==> config.mk <==
export PLATFORM = sky130hd
export DESIGN_NAME = rtcfe_top
export DESIGN_NICKNAME = d
export VERILOG_FILES = /design/src/logic/rtcfe_sync.v /design/src/logic/rtcfe_calendar.v /design/src/logic/rtcfe_top.v
export VERILOG_INCLUDE_DIRS = /design/src /design/src/logic
export SDC_FILE = /design/constraint.sdc
export NUM_CORES = 1
export LEC_CHECK = 0
export BUFFER_PORTS_ARGS = -buffer_cell sky130_fd_sc_hd__buf_2
export CAP_MARGIN = 20
export CELL_PAD_IN_SITES_DETAIL_PLACEMENT = 0
export CELL_PAD_IN_SITES_GLOBAL_PLACEMENT = 1
export CORE_UTILIZATION = 53
export DETAILED_ROUTE_END_ITERATION = 8
export PLACE_DENSITY = 0.95
export SLEW_MARGIN = 20
export SYNTH_ARGS = -nofsm -noshare
export SYNTH_HDL_FRONTEND = slang
export SYNTH_SLANG_ARGS = --single-unit
export TNS_END_PERCENT = 10
==> constraint.sdc <==
create_clock -name clock_i -period 6.9 [get_ports clock_i]
set_input_delay 1.035 -clock clock_i [delete_from_list [all_inputs] [get_ports clock_i]]
set_output_delay 1.035 -clock clock_i [all_outputs]
set_load 0.02 [all_outputs]
==> src/logic/rtcfe_defs.vh <==
// Purpose: shared constants of the three-wire calendar clock front end
// Assumes: 125 MHz system clock
// Notes: timing counts derive from the figures in their own units
`ifndef RTCFE_DEFS_VH
`define RTCFE_DEFS_VH

// system clock and crystal rate
`define RTCFE_CLK_HZ 125000000
`define RTCFE_XTAL_HZ 32768
// command phase and data byte length
`define RTCFE_CMD_BITS 8
`define RTCFE_BYTE_BITS 8
// command fields: top nibble fixed code, next three select, last read flag
`define RTCFE_CMD_CODE 4'h6
`define RTCFE_CMD_CODE_MSB 7
`define RTCFE_CMD_CODE_LSB 4
`define RTCFE_CMD_SEL_MSB 3
`define RTCFE_CMD_SEL_LSB 1
`define RTCFE_CMD_RD_BIT 0
// command selects
`define RTCFE_SEL_STAT1 3'h0
`define RTCFE_SEL_STAT2 3'h1
`define RTCFE_SEL_SEC 3'h2
`define RTCFE_SEL_MIN 3'h3
`define RTCFE_SEL_HOUR 3'h4
`define RTCFE_SEL_DAY 3'h5
`define RTCFE_SEL_MON 3'h6
`define RTCFE_SEL_YEAR 3'h7
// interrupt source encodings in status 2 bits 2:0
`define RTCFE_INT_ALARM1 3'h0
`define RTCFE_INT_ALARM2 3'h1
`define RTCFE_INT_USERF 3'h2
`define RTCFE_INT_MIN1 3'h3
`define RTCFE_INT_MIN2 3'h4
`define RTCFE_INT_XTAL 3'h5
// status 1 field positions
`define RTCFE_ST1_POWERON 0
`define RTCFE_ST1_LOWVDD 1
// reset values
`define RTCFE_STAT2_RST 8'h00
`define RTCFE_DAY_RST 5'h01
`define RTCFE_MON_RST 4'h1
// calendar limit: last year kept is 2099
`define RTCFE_YEAR_LAST 7'h63

`endif

==> src/logic/rtcfe_sync.v <==
// Purpose: two-flop synchroniser for pin inputs
// Assumes: single destination clock
// Notes: first stage read only by second stage
module rtcfe_sync #(
  parameter WIDTH = 1
) (
  input wire clock_i,
  input wire rst_i,
  input wire [WIDTH-1:0] async_i,
  output reg [WIDTH-1:0] sync_o
);
  reg [WIDTH-1:0] stage;

  always @(posedge clock_i or posedge rst_i) begin
    if (rst_i) begin
      stage <= {WIDTH{1'b0}};
      sync_o <= {WIDTH{1'b0}};
    end else begin
      stage <= async_i;
      sync_o <= stage;
    end
  end
endmodule

==> src/logic/rtcfe_calendar.v <==
// Purpose: time of day and calendar counters up to the year 2099
// Assumes: sec_tick_i is a one-cycle pulse once per second
// Notes: binary fields; year counts 0..99 from 2000
`include "rtcfe_defs.vh"
module rtcfe_calendar (
  input wire clock_i,
  input wire rst_i,
  input wire sec_tick_i,
  input wire wr_en_i,
  input wire [2:0] wr_sel_i,
  input wire [7:0] wr_data_i,
  output reg [5:0] sec_o,
  output reg [5:0] min_o,
  output reg [4:0] hour_o,
  output reg [4:0] day_o,
  output reg [3:0] mon_o,
  output reg [6:0] year_o,
  output reg min_tick_o
);
  // days in month with leap rule; every fourth year within 2000..2099
  function [4:0] rtcfe_mdays;
    input [3:0] m;
    input [6:0] y;
    begin
      case (m)
        4'h2: rtcfe_mdays = (y[1:0] == 2'h0) ? 5'h1d : 5'h1c;
        4'h4, 4'h6, 4'h9, 4'hb: rtcfe_mdays = 5'h1e;
        default: rtcfe_mdays = 5'h1f;
      endcase
    end
  endfunction

  wire end_sec = (sec_o == 6'h3b);
  wire end_min = end_sec && (min_o == 6'h3b);
  wire end_hour = end_min && (hour_o == 5'h17);
  wire end_day = end_hour && (day_o == rtcfe_mdays(mon_o, year_o));
  wire end_mon = end_day && (mon_o == 4'hc);

  always @(posedge clock_i or posedge rst_i) begin
    if (rst_i) begin
      sec_o <= 6'h00;
      min_o <= 6'h00;
      hour_o <= 5'h00;
      day_o <= `RTCFE_DAY_RST;
      mon_o <= `RTCFE_MON_RST;
      year_o <= 7'h00;
      min_tick_o <= 1'b0;
    end else begin
      min_tick_o <= sec_tick_i && end_sec;
      if (wr_en_i) begin
        case (wr_sel_i)
          `RTCFE_SEL_SEC: sec_o <= wr_data_i[5:0];
          `RTCFE_SEL_MIN: min_o <= wr_data_i[5:0];
          `RTCFE_SEL_HOUR: hour_o <= wr_data_i[4:0];
          `RTCFE_SEL_DAY: day_o <= wr_data_i[4:0];
          `RTCFE_SEL_MON: mon_o <= wr_data_i[3:0];
          `RTCFE_SEL_YEAR: year_o <= wr_data_i[6:0];
          default: sec_o <= sec_o;
        endcase
      end else if (sec_tick_i) begin
        // automatic advance with leap days
        sec_o <= end_sec ? 6'h00 : sec_o + 6'h01;
        if (end_sec) min_o <= end_min ? 6'h00 : min_o + 6'h01;
        if (end_min) hour_o <= end_hour ? 5'h00 : hour_o + 5'h01;
        if (end_hour) day_o <= end_day ? 5'h01 : day_o + 5'h01;
        if (end_day) mon_o <= end_mon ? 4'h1 : mon_o + 4'h1;
        if (end_mon) year_o <= (year_o == `RTCFE_YEAR_LAST) ? 7'h00 : year_o + 7'h01;
      end
    end
  end
endmodule

==> src/logic/rtcfe_top.v <==
// Purpose: pin front end of a three-wire calendar clock
// Assumes: clock_i 125 MHz, far faster than serial clock and crystal
// Notes: select, serial clock, data, crystal and low supply pins pass two flip-flops; open-drain pins drive low only
`include "rtcfe_defs.vh"

////////////////////////////////////////////////////////////////////////
// Operation
// - transfers only while select is high
// - serial clock ignored while select low
// - one data bit per serial clock cycle: taken on the rising edge, presented on the falling edge
// - data line released while select low
// - select rise starts receive command phase
// - data line driven low only, read back
// - status 2 picks interrupt pin source
// - interrupt pin open-drain, pulls low asserting
// - calendar advances through 2099 with leaps
// - flag set on power-on and low supply
// - timekeeping from own crystal only
module rtcfe_top (
  input wire clock_i,
  input wire rst_i,
  input wire chip_sel_i,
  input wire serial_clk_i,
  input wire bidir_serial_line_i,
  input wire crystal_in_i,
  input wire low_supply_i,
  input wire alarm1_i,
  input wire alarm2_i,
  input wire user_freq_i,
  output reg bidir_serial_line_o,
  output reg bidir_serial_line_oe_o,
  output reg int_n_o,
  output reg int_n_oe_o,
  output reg crystal_drive_out_o
);
  ////////////////////////////////////////////////////////////////////////
  // pin synchronisers
  wire [4:0] pins_s;
  rtcfe_sync #(
    .WIDTH(5)
  ) u_sync (
    .clock_i(clock_i),
    .rst_i(rst_i),
    .async_i({chip_sel_i, serial_clk_i, bidir_serial_line_i, crystal_in_i, low_supply_i}),
    .sync_o(pins_s)
  );
  wire sel_s = pins_s[4];
  wire sck_s = pins_s[3];
  wire sio_s = pins_s[2];
  wire xtal_s = pins_s[1];
  wire lowv_s = pins_s[0];

  // rising edge of a synchronised level against its delayed copy
  function rtcfe_rise;
    input cur;
    input old;
    begin
      rtcfe_rise = cur && !old;
    end
  endfunction

  reg sel_d;
  reg sck_d;
  reg xtal_d;
  wire sel_rise = rtcfe_rise(sel_s, sel_d);
  // only edges seen while selected count
  wire sck_rise = sel_s && rtcfe_rise(sck_s, sck_d);
  wire sck_fall = sel_s && rtcfe_rise(sck_d, sck_s);

  ////////////////////////////////////////////////////////////////////////
  // crystal divider: one pulse per second from 32768 crystal cycles
  reg [14:0] xdiv;
  reg sec_tick;
  wire xtal_rise = rtcfe_rise(xtal_s, xtal_d);

  always @(posedge clock_i or posedge rst_i) begin
    if (rst_i) begin
      sel_d <= 1'b0;
      sck_d <= 1'b0;
      xtal_d <= 1'b0;
      xdiv <= 15'h0000;
      sec_tick <= 1'b0;
      crystal_drive_out_o <= 1'b0;
    end else begin
      sel_d <= sel_s;
      sck_d <= sck_s;
      xtal_d <= xtal_s;
      crystal_drive_out_o <= !xtal_s;
      // time base is the crystal, never the serial clock
      sec_tick <= xtal_rise && (xdiv == 15'h7fff);
      if (xtal_rise) xdiv <= xdiv + 15'h0001;
    end
  end

  ////////////////////////////////////////////////////////////////////////
  // status registers and calendar
  reg [7:0] stat2;
  reg poweron;
  reg lowv_flag;
  reg [7:0] shreg;
  reg [3:0] bitcnt;
  reg [1:0] state;
  reg [2:0] cmd_sel;
  reg wr_pulse;
  reg st1_rd;
  wire min_tick;
  wire [5:0] cal_sec;
  wire [5:0] cal_min;
  wire [4:0] cal_hour;
  wire [4:0] cal_day;
  wire [3:0] cal_mon;
  wire [6:0] cal_year;

  rtcfe_calendar u_cal (
    .clock_i(clock_i),
    .rst_i(rst_i),
    .sec_tick_i(sec_tick),
    .wr_en_i(wr_pulse),
    .wr_sel_i(cmd_sel),
    .wr_data_i(shreg),
    .sec_o(cal_sec),
    .min_o(cal_min),
    .hour_o(cal_hour),
    .day_o(cal_day),
    .mon_o(cal_mon),
    .year_o(cal_year),
    .min_tick_o(min_tick)
  );

  // a status 1 read stays marked until the select falls
  wire stat1_read = st1_rd;

  // power-on and low supply flags, cleared by reading status 1, set wins
  always @(posedge clock_i or posedge rst_i) begin
    if (rst_i) begin
      poweron <= 1'b1;
      lowv_flag <= 1'b0;
      stat2 <= `RTCFE_STAT2_RST;
    end else begin
      if (stat1_read && !sel_s) begin
        poweron <= 1'b0;
      end
      // low supply sets the flag regardless of a clear
      if (lowv_s) begin
        lowv_flag <= 1'b1;
      end else if (stat1_read && !sel_s) begin
        lowv_flag <= 1'b0;
      end
      if (wr_pulse && cmd_sel == `RTCFE_SEL_STAT2) stat2 <= shreg;
    end
  end

  // read data for a selected register
  function [7:0] rtcfe_rdata;
    input [2:0] s;
    input [7:0] st1;
    input [7:0] st2;
    input [47:0] cal;
    begin
      case (s)
        `RTCFE_SEL_STAT1: rtcfe_rdata = st1;
        `RTCFE_SEL_STAT2: rtcfe_rdata = st2;
        `RTCFE_SEL_SEC: rtcfe_rdata = {2'h0, cal[5:0]};
        `RTCFE_SEL_MIN: rtcfe_rdata = {2'h0, cal[13:8]};
        `RTCFE_SEL_HOUR: rtcfe_rdata = {3'h0, cal[20:16]};
        `RTCFE_SEL_DAY: rtcfe_rdata = {3'h0, cal[28:24]};
        `RTCFE_SEL_MON: rtcfe_rdata = {4'h0, cal[35:32]};
        default: rtcfe_rdata = {1'b0, cal[46:40]};
      endcase
    end
  endfunction

  // select field of a command whose last bit is still on the line
  function [2:0] rtcfe_cmd_sel;
    input [7:0] sh;
    begin
      rtcfe_cmd_sel = sh[`RTCFE_CMD_SEL_MSB-1:`RTCFE_CMD_SEL_LSB-1];
    end
  endfunction

  // fixed code field of the same partial command
  function rtcfe_cmd_ok;
    input [7:0] sh;
    begin
      rtcfe_cmd_ok = (sh[`RTCFE_CMD_CODE_MSB-1:`RTCFE_CMD_CODE_LSB-1] == `RTCFE_CMD_CODE);
    end
  endfunction

  wire [7:0] st1_val = {6'h00, lowv_flag, poweron};
  wire [47:0] cal_pack = {1'b0, cal_year, 4'h0, cal_mon, 3'h0, cal_day,
                          3'h0, cal_hour, 2'h0, cal_min, 2'h0, cal_sec};

  ////////////////////////////////////////////////////////////////////////
  // serial engine
  localparam ST_IDLE = 2'h0;
  localparam ST_CMD = 2'h1;
  localparam ST_WRITE = 2'h2;
  localparam ST_READ = 2'h3;

  always @(posedge clock_i or posedge rst_i) begin
    if (rst_i) begin
      state <= ST_IDLE;
      shreg <= 8'h00;
      bitcnt <= 4'h0;
      cmd_sel <= 3'h0;
      st1_rd <= 1'b0;
      wr_pulse <= 1'b0;
      bidir_serial_line_o <= 1'b0;
      bidir_serial_line_oe_o <= 1'b0;
    end else begin
      wr_pulse <= 1'b0;
      bidir_serial_line_o <= 1'b0;
      if (!sel_s) begin
        // deselected: drop partial bits and release the line
        state <= ST_IDLE;
        bitcnt <= 4'h0;
        st1_rd <= 1'b0;
        bidir_serial_line_oe_o <= 1'b0;
      end else if (sel_rise) begin
        // new select opens in receive, command first
        state <= ST_CMD;
        bitcnt <= 4'h0;
        st1_rd <= 1'b0;
        bidir_serial_line_oe_o <= 1'b0;
      end else begin
        case (state)
          ST_CMD: begin
            if (sck_rise) begin
              // one bit per serial clock
              shreg <= {shreg[6:0], sio_s};
              bitcnt <= bitcnt + 4'h1;
              if (bitcnt == `RTCFE_CMD_BITS - 1) begin
                bitcnt <= 4'h0;
                cmd_sel <= rtcfe_cmd_sel(shreg);
                if (!rtcfe_cmd_ok(shreg)) begin
                  state <= ST_IDLE;
                end else if (sio_s) begin
                  state <= ST_READ;
                  st1_rd <= (rtcfe_cmd_sel(shreg) == `RTCFE_SEL_STAT1);
                  shreg <= rtcfe_rdata(rtcfe_cmd_sel(shreg), st1_val, stat2, cal_pack);
                end else begin
                  state <= ST_WRITE;
                end
              end
            end
          end
          ST_WRITE: begin
            if (sck_rise) begin
              shreg <= {shreg[6:0], sio_s};
              bitcnt <= bitcnt + 4'h1;
              if (bitcnt == `RTCFE_BYTE_BITS - 1) begin
                bitcnt <= 4'h0;
                wr_pulse <= 1'b1;
              end
            end
          end
          ST_READ: begin
            // present on falling edge, drive low only
            if (sck_fall) begin
              bidir_serial_line_oe_o <= !shreg[7];
              shreg <= {shreg[6:0], 1'b1};
              bitcnt <= bitcnt + 4'h1;
              if (bitcnt == `RTCFE_BYTE_BITS) begin
                bidir_serial_line_oe_o <= 1'b0;
                state <= ST_IDLE;
              end
            end
          end
          default: begin
            bidir_serial_line_oe_o <= 1'b0;
          end
        endcase
      end
    end
  end

  ////////////////////////////////////////////////////////////////////////
  // interrupt pin source select
  reg src;

  always @* begin
    // status 2 low bits pick the source
    case (stat2[2:0])
      `RTCFE_INT_ALARM1: src = alarm1_i;
      `RTCFE_INT_ALARM2: src = alarm2_i;
      `RTCFE_INT_USERF: src = user_freq_i;
      `RTCFE_INT_MIN1: src = min_tick;
      `RTCFE_INT_MIN2: src = min_tick || (cal_sec == 6'h1e && sec_tick);
      `RTCFE_INT_XTAL: src = xtal_s;
      default: src = 1'b0;
    endcase
  end

  always @(posedge clock_i or posedge rst_i) begin
    if (rst_i) begin
      int_n_o <= 1'b0;
      int_n_oe_o <= 1'b0;
    end else begin
      // pull low to assert, float otherwise
      int_n_o <= 1'b0;
      int_n_oe_o <= src;
    end
  end
endmodule

==> impl_metrics.yaml, run 1 <==
timing:
  fin_worst_skew_ns: 0.0155
  final_period_minus_worst_setup_slack_ns: 2.75
  fmaxAchievable_mhz: 364
  grt_setup_unrepaired: "no"
  setup_viol: 0
  final_min_period_over_clock_period_pct: 39.8
  final-max-slew-violation-count: 0
  totalNegativeSetupSlack_ns: 0
  maxSlewHeadroom_pct: 24.8
  finalHoldViolCount: 0
  timing_worst_slew_pin_value_ns: 1.12
floorplanning:
  placeableCoreArea_um2: 9820
  die_height_um: 103
  die-area_um2: 10600
  placementRows: 36
  io_pins: 15
  initial_utilization_pct: 54.9
  die_x_um: 103
clock_network:
  postCtsSetupBuffers: 0
  clock_path_buffers: 2
  cts_inserted_buffers: 9
  clk_root_buffer_cell: "clkbuf_8"
  htree_num_levels: 3
  clkTransAtPathRegs_ns: 0.10
  cts_tree: "yes"
  clkSinkCount: 95
  cts.repair.resized: 0
  clk-insertion-delay-late_ns: 0.39
  cts-hold-fix-buffers: 0
drt:
  final_antenna_net_count: 0
  drc_errors: 0
  drt-pass1-iter-count: 5
  avg_vias_per_cell: 6.24
  avgRoutedWirePerCell_um: 18.0
  route.final.wire_length_mm: 12.8
  routed-via-count: 4427
  initialDrtViolationCount: 283
placed_design:
  routabilityCongestion: 0.872
  placement.io_buffers: 12
  hpwlAfterDp_mm: 9.01
worst_hold_path:
  timing.hold.worst_path_depth: 0
  hp-class: "reg2reg"
  worstHoldEndpoint: "u_sync.sync_o[0]"
  hold_path_startpoint: "u_sync.stage[0]"
power_and_ir_drop:
  netSwitchingFraction_pct: 33.0
  power.combinational.fraction_pct: 14.7
  seqPwrFrac_pct: 52.8
  power.internal_uw: 849
  pwr-share-clk_pct: 32.4
  pwr_density_cell_nw_per_um2: 219
  power.net_switching_uw: 418
  power.total_mw: 1.27
  power.ir.vdd_worst_mv: 0.163
  p_leak_nw: 2.50
grt:
  antenna_found_initial: 0
  first_global_vias: 4188
  total_gr_overflow: 0
  grt_max_degree: 55
  grt_first_pass_wirelength_mm: 21.3
  track_usage_pct: 26.8
critical_path:
  worstReg2RegEnd: "u_cal.year_o[0]"
  setup.worst_path.start_class: "register"
  slack_of_the_worst_reg_to_reg_path_ns: 4.15
  setup.worst_path.class: "reg2reg"
  launch_point_of_the_worst_reg_to_reg_path: "u_cal.mon_o[0]"
  crit_path_cell_chain: "inv_1, ha_1, o21ai_0, o22ai_1, nor3_1, nor4_4, o22ai_2, mux2_4"
  crit_arrival_ns: 3.02
  buffering_stage_count_on_the_worst_path_with_inverters_included: 1
  critical_path.max_fanout: 7
  crit_path_end_kind: "register"
  worst-r2r-cell-count: 8
  path_delay_family: "simple AND/OR/NAND/NOR gates"
  worstPathRequired_ns: 7.17
  critical_path.slowest_cell: "dfstp_2"
  delay_of_the_slowest_critical_path_stage_ns: 0.62
synthesis:
  synthesis.yosys.warnings: 0
  synth-seq-cells: 95
  post_synth.cell_area_avg_um2: 9.51
  dominant_cell_by_count_in_the_synthesized_netlist: "dfrtp_1"
  ys.flop_type: "dfrtp_1"
  synth_enable_flop_cells: 0
  postSynthCellCount: 567
  synth_seq_area_share_pct: 44.1
  post_synth_most_frequent_cells: "dfrtp_1, nand2_1, o21ai_0, nor2_1, a21oi_1"
  post_synth_main_area_contributors: "dfrtp_1, o21ai_0, ha_1, nand2_1, nor2_1"
  yosys.area.top_type_share_pct: 42.7
  post-synth-top-area-cell: "dfrtp_1"
  synth-async-reset-ratio_pct: 100
  mappedNetlistArea_um2: 5390
  yosysUniqueCellTypes: 73
finish:
  n_antenna_cell: 0
  multi_input_area_um2: 2830
  sequential_cell_area_um2: 2380
  num-nets-final: 599
  syn2layout_area_growth_pct: 7.19
  layout-drive-gt1-share_pct: 11.8
  fillCellCount: 875
status:
  run_status: "finished clean"
job:
  max_cap_violations: 0
## how the worst max path moves through the flow
| stage | from | to | slack, ns | cells past startpoint |
|---|---|---|---|---|
| after floorplan | rst_i | bidir_serial_line_oe_o | 3.39 | 1 |
| after global placement | u_cal.mon_o[0] | u_cal.day_o[3] | 3.95 | 8 |
| after detailed placement | u_cal.mon_o[0] | u_cal.year_o[0] | 4.19 | 8 |
| after CTS | u_cal.mon_o[0] | u_cal.year_o[0] | 4.16 | 8 |
| after global routing | u_cal.mon_o[0] | u_cal.year_o[0] | 4.02 | 8 |
| final | u_cal.mon_o[0] | u_cal.year_o[0] | 4.15 | 8 |
## metrics by stage
stage / instances / hold WS, ns / area (µm²) / util (%) / setup WS, ns
5_1_grt: 709 / 0.359 / 5780 / 58.9 / 4.02
2_1_floorplan: 568 / 0.331 / 5400 / - / 3.39
3_3_place_gp: 693 / 0.332 / 5550 / 56.5 / 3.95
6_report: 709 / 0.351 / 5780 / 58.9 / 4.15
3_5_place_dp: 693 / 0.336 / 5560 / 56.6 / 4.19
4_1_cts: 709 / 0.355 / 5780 / 58.9 / 4.16
## state kept, by name (all words and copies together), names as in the netlist, 6 cells and up
register	flops
u_cal.min_o	6
stat2	8
u_cal.year_o	7
xdiv	15
shreg	8
u_cal.sec_o	6
## cell type report
cell class | count | share of cell area, %
multi-input cells | 425 | 48.9
flip-flops and latches | 95 | 41.2
well taps | 133 | 2.88
clock buffers | 9 | 2.14
clock inverters | 7 | 1.75
inverters | 24 | 1.60
repair buffers | 16 | 1.56
## layout by cell type, fill, tap and decap left out, types with 9 or more instances in the layout
| master | synthesis | layout |
|---|---|---|
| clkbuf_8 | 0 | 9 |
| nor2_1 | 46 | 46 |
| buf_2 | 6 | 12 |
| a21oi_1 | 30 | 30 |
| nand3_1 | 25 | 25 |
| mux2_2 | 15 | 15 |
| xnor2_1 | 11 | 11 |
| dfrtp_1 | 92 | 92 |
| o21ai_0 | 47 | 47 |
| inv_1 | 24 | 23 |
| nor2b_1 | 16 | 16 |
| a31oi_1 | 10 | 10 |
| ha_1 | 18 | 18 |
| mux2i_1 | 12 | 12 |
| and3_1 | 12 | 12 |
| nand2_1 | 50 | 50 |
| nor3_1 | 10 | 9 |
## power groups by stage
stage               Clock [mW]  Sequential (mW)  Combinational [mW]
finish                   0.411            0.670               0.187
global route             0.439            0.676               0.207
CTS                      0.420            0.668               0.185
detailed placement           0            0.678               0.183
global placement             0            0.676               0.180
floorplan                    0            0.641               0.156
## metal layers
metal | wire [µm] | track usage [%] | share of wire [%] | up-vias
met5 | 0 | 0 | 0 | -
met4 | 251 | 10.2 | 2.0 | 0
met3 | 1030 | 6.92 | 8.1 | 21
met2 | 6010 | 42.7 | 47 | 172
met1 | 5480 | 35.4 | 43 | 2160
li1 | - | - | - | 2074
## logic make-up (layout without fill, tap and decap cells)
family                     count (synthesis)  in the layout  synth area share, %
muxes                                     29             29                 6.05
xor gates and xnor gates                  16             16                 2.60
buffers and inverters                     48             56                 3.62
DFF                                       95             95                 44.1
adders and majority gates                 18             18                 4.18
and+or+nand+nor                          205            205                 20.2
other                                      1              2               0.0695
AOI/OAI and AO/OA                        155            155                 19.1
No activity file was read; power rests on OpenSTA's default activity.
==> inputs of run 2 (changes only) <==
Settings changed: CORE_UTILIZATION 53 to 44, PLACE_DENSITY 0.95 to 0.86.
Clock period 6.9 ns to 2.2 ns, I/O delays scaled along.
==> run 2 against run 1 <==
Against the previous run: hold slack worse by 0.35 ns; utilization fell by 6.8 points; routed wire length up 7.5%; die area grew 20%; first-iteration DRC count up 26%.
==> impl_metrics.yaml, run 2 (synthesis gave the netlist of run 1 again) <==
finish:
  finish.instance_area_um2: 6230
  n_antenna_cell: 0
  mostFrequentLayoutCell: "dfrtp_1"
  biggestRegsByFlops: "xdiv x15, shreg x8, stat2 x8"
  largest_register_ff_count: 15
  final_cell_mix: "dfrtp_1, nand2_1, nor2_1, o21ai_0, buf_4"
  largest-register: "xdiv"
  syn2layout_area_growth_pct: 15.6
  layout-drive-gt1-share_pct: 18.9
  fillCellCount: 1075
  num-nets-final: 643
  final_core_utilization_pct: 52.1
power_and_ir_drop:
  p_leak_nw: 2.77
  pwr_density_cell_nw_per_um2: 701
  power.ir.vdd_worst_mv: 0.797
critical_path:
  setup.worst_path.start_class: "register"
  critical_path.max_fanout: 3
  crit_path_cell_chain: "inv_1, ha_2, nor3b_2, xor2_1, nand3_2, nor3_2, buf_4, nor2_1, a221o_1"
  worstReg2RegEnd: "u_cal.day_o[3]"
  setup.worst_path.class: "reg2reg"
  delay_of_the_slowest_critical_path_stage_ns: 0.53
  worstPathRequired_ns: 2.44
  worst-r2r-cell-count: 9
  critical_path.slowest_cell: "dfstp_2"
  buffering_stage_count_on_the_worst_path_with_inverters_included: 2
  launch_point_of_the_worst_reg_to_reg_path: "u_cal.mon_o[0]"
  path_delay_family: "simple AND/OR/NAND/NOR gates"
  crit_arrival_ns: 2.41
  crit_path_end_kind: "register"
  slack_of_the_worst_reg_to_reg_path_ns: 0.03
floorplanning:
  die_x_um: 113
  placeableCoreArea_um2: 12000
  initial_utilization_pct: 45.1
  placementRows: 40
  io_pins: 15
  die_height_um: 113
  die-area_um2: 12700
clock_network:
  htree_num_levels: 3
  clk_root_buffer_cell: "clkbuf_16"
  clkSinkCount: 95
  postCtsSetupBuffers: 0
  cts_tree: "yes"
  clk-insertion-delay-late_ns: 0.35
  cts_inserted_buffers: 9
  clkTransAtPathRegs_ns: 0.07
  cts-hold-fix-buffers: 0
  clock_path_buffers: 2
placed_design:
  routabilityCongestion: 0.863
  detailed_place.area_um2: 5910
  hpwlAfterDp_mm: 10.0
  placement.io_buffers: 12
timing:
  final_period_minus_worst_setup_slack_ns: 2.17
  fmaxAchievable_mhz: 460
  grt_setup_unrepaired: "yes"
  totalNegativeSetupSlack_ns: 0
  maxSlewHeadroom_pct: 65.2
  finalHoldViolCount: 0
  setup_viol: 0
  final_min_period_over_clock_period_pct: 98.7
  timing_worst_slew_pin_value_ns: 0.519
  fin_worst_skew_ns: 0.00657
  final-max-slew-violation-count: 0
drt:
  avgRoutedWirePerCell_um: 17.9
  drc_errors: 0
  routed-via-count: 4561
  drt-pass1-iter-count: 6
  final_antenna_net_count: 0
  avg_vias_per_cell: 5.95
  route.final.wire_length_mm: 13.7
  initialDrtViolationCount: 356
grt:
  antenna_found_initial: 0
  grt_first_pass_wirelength_mm: 22.7
  total_gr_overflow: 0
  first_global_vias: 4479
  grt_max_degree: 57
  track_usage_pct: 23.2
worst_hold_path:
  hp-class: "in2async"
job:
  max_cap_violations: 0
status:
  run_status: "finished clean"
-- run 2: cell types whose count changed in the layout (fill, tap and decap cells not counted), sizes merged --
cell / delta
inv: +1
buf: +44
bufinv: -1
clkbuf: +1
clkinv: -1
-- run 2: layout make-up --
class / instances / area (µm²) / area share [%]
clock inverter: 6 / 56.3 / 0.903
tap: 147 / 184 / 2.95
clock buffer: 10 / 239 / 3.83
timing repair buffer: 60 / 437 / 7.01
multi-input combinational: 425 / 2840 / 45.6
inverter: 24 / 93.8 / 1.51
sequential: 95 / 2380 / 38.2
-- run 2: what timing repair did --
action	in CTS	in global routing
pin swaps	1	2
resized for setup	2	6
endpoints found under the hold margin	0	0
setup endpoints to repair	11	15
-- run 2: per-layer routing --
metal  up-vias  share of wire (%)  GRT usage (%)
met3        25                5.1           4.77
met5         -                  0              0
met2       133                 48           37.5
met4         0                2.2           8.89
met1      2237                 45           30.8
li1       2166                  -              -
-- run 2: worst max path at each step --
stage	startpoint	endpoint	cells past startpoint
after CTS	u_cal.mon_o[0]	u_cal.day_o[3]	9
after global routing	u_cal.mon_o[0]	u_cal.mon_o[2]	9
after floorplan	u_cal.mon_o[0]	u_cal.year_o[0]	8
after global placement	u_cal.mon_o[0]	u_cal.mon_o[2]	9
after detailed placement	u_cal.mon_o[0]	u_cal.mon_o[2]	9
final	u_cal.mon_o[0]	u_cal.day_o[3]	9
-- run 2: report_power, final --
group          switching, mW  total (mW)  leakage, nW  internal (mW)
registers              0.158        2.03         1.25           1.87
logic                  0.458       0.764         1.36          0.307
clock network          0.742        1.57        0.149          0.828
total                   1.36        4.37         2.77           3.01
-- run 2: stage by stage --
stage / hold WS [ns] / instances / total power [mW] / setup slack (ns)
after floorplan: 0.331 / 568 / 2.50 / -0.0936
after global placement: 0.332 / 751 / 2.78 / -0.00112
after detailed placement: 0.342 / 751 / 2.81 / -0.0777
after CTS: 0.00486 / 767 / 4.39 / 0.00317
after global routing: 0.0405 / 767 / 4.55 / -0.0954
final: 0.000588 / 767 / 4.37 / 0.0276
==> inputs of run 3 (changes only) <==
Settings changed: GPL_TIMING_DRIVEN set to 0, HOLD_SLACK_MARGIN set to 0.12.
==> run 3 against run 2 <==
Against the previous run: final area grew 0.84%; critical endpoint is now u_cal.year_o[0]; largest power group unchanged; setup slack got worse by 0.097 ns; the run now ends with setup timing left; non-clock buffer count down 3; final cell count fell by 0.39%.
==> impl_metrics.yaml, run 3 (synthesis gave the netlist of run 1 again) <==
status:
  run_status: "complete, but fails checks"
  failed_checks: "setup timing"
clock_network:
  htree_num_levels: 3
  cts_inserted_buffers: 9
  clkSinkCount: 95
  cts_tree: "yes"
  clk_root_buffer_cell: "clkbuf_16"
  clock_path_buffers: 2
  clk-insertion-delay-late_ns: 0.36
  clkTransAtPathRegs_ns: 0.08
timing:
  maxSlewHeadroom_pct: 53.7
  grt_setup_unrepaired: "yes"
  final_min_period_over_clock_period_pct: 103
  final_period_minus_worst_setup_slack_ns: 2.27
  hold-worst-slack_ns: 0.353
  final-max-slew-violation-count: 0
  fmaxAchievable_mhz: 441
  totalNegativeSetupSlack_ns: -0.162
  fin_worst_skew_ns: 0.0107
  timing_worst_slew_pin_value_ns: 0.690
  finalHoldViolCount: 0
  worst_slack_ns: -0.0692
  setup_viol: 4
finish:
  final_cell_mix: "dfrtp_1, nand2_1, o21ai_0"
  finalNonFillerCells: 764
  final_core_utilization_pct: 52.6
  n_antenna_cell: 0
  largest_register_ff_count: 15
  layout-drive-gt1-share_pct: 18.8
  biggestRegsByFlops: "xdiv x15, shreg x8, stat2 x8"
  mostFrequentLayoutCell: "dfrtp_1"
  largest-register: "xdiv"
  finish.instance_area_um2: 6290
  syn2layout_area_growth_pct: 16.5
  num-nets-final: 640
drt:
  final_antenna_net_count: 0
  avgRoutedWirePerCell_um: 18.2
  initialDrtViolationCount: 396
  route.final.wire_length_mm: 13.9
  drt-pass1-iter-count: 5
  routed-via-count: 4631
  drc_errors: 0
  avg_vias_per_cell: 6.06
grt:
  antenna_found_initial: 0
  grt_max_degree: 34
  first_global_vias: 4410
  total_gr_overflow: 0
  track_usage_pct: 22.9
  grt_first_pass_wirelength_mm: 22.6
critical_path:
  crit_path_end_kind: "register"
  critical_path.max_fanout: 5
  worstReg2RegEnd: "u_cal.year_o[0]"
  worst-r2r-cell-count: 7
  slack_of_the_worst_reg_to_reg_path_ns: -0.07
  setup.worst_path.start_class: "register"
  crit_arrival_ns: 2.51
  setup.worst_path.class: "reg2reg"
  worstPathRequired_ns: 2.44
  launch_point_of_the_worst_reg_to_reg_path: "u_cal.min_o[0]"
floorplanning:
  initial_utilization_pct: 45.1
  placementRows: 40
  placeableCoreArea_um2: 12000
  die_x_um: 113
  die_height_um: 113
  die-area_um2: 12700
  io_pins: 15
placed_design:
  routabilityCongestion: 0.892
  placement.io_buffers: 12
  placed_cells: 730
  hpwlAfterDp_mm: 9.79
  detailed_place.area_um2: 5710
  dpl_worst_slack_ns: -0.454
worst_hold_path:
  worstHoldEndpoint: "u_sync.sync_o[2]"
  hold_path_startpoint: "u_sync.stage[2]"
  timing.hold.worst_path_depth: 0
  hp-class: "reg2reg"
power_and_ir_drop:
  pwr_density_cell_nw_per_um2: 687
  power.ir.vdd_worst_mv: 0.542
  power.total_mw: 4.32
  p_leak_nw: 2.71
job:
  max_cap_violations: 0
==> run 3: changes by cell type in the layout (fill, tap and decap cells not counted), sizes merged <==
| cell | before | now |
|---|---|---|
| inv | 28 | 27 |
| buf | 60 | 39 |
| dlygate4sd3 | 0 | 6 |
| clkbuf | 10 | 23 |
==> run 3: critical path, stage by stage, from the launching register on <==
cell and delay (ns):
dfrtp_1 0.41, ha_2 0.23, nand4bb_1 0.16, nor4_4 0.31
nand3_2 0.19, nor4_4 0.38, o22ai_4 0.15, mux2_4 0.32
==> run 3: worst max path at each step <==
stage,slack [ns],cells past startpoint,startpoint,to
final,-0.07,7,u_cal.min_o[0],u_cal.year_o[0]
after detailed placement,-0.45,8,u_cal.mon_o[0],u_cal.year_o[0]
after global routing,-0.15,7,u_cal.min_o[0],u_cal.year_o[0]
after CTS,-0.05,8,u_cal.mon_o[0],u_cal.year_o[0]
after floorplan,-0.09,8,u_cal.mon_o[0],u_cal.year_o[0]
after global placement,-0.42,8,u_cal.mon_o[0],u_cal.year_o[0]
==> run 3: area by class of cell <==
type	count	area, µm²
plain buffers	23	124
clock buffers	11	253
clock inverters	5	46.3
fillers	1088	5680
inverters	24	93.8
multi-input cells	425	2910
flip-flops and latches	95	2390
well taps	147	184
repair buffers	34	285
==> run 3: where the power goes <==
group	internal [mW]	switching, mW	leakage [nW]
Combinational	0.266	0.438	1.31
Sequential	1.87	0.170	1.25
Clock	0.851	0.717	0.149
==> run 3: repair_timing <==
item                       CTS  global route
pin swaps                    6             7
hold buffers                 6             0
setup endpoints to repair   32            39
setup buffers                4             9
hold endpoints to repair    16             0
resized for setup           19            27
==> run 3: layer usage <==
metal  up-vias  track usage (%)  part of all wire, %
li1       2158                -                    -
met1      2292             30.7                   44
met2       155             37.2                   48
met3        26             4.23                  5.2
met4         0             8.00                  2.2
met5         -                0                    0
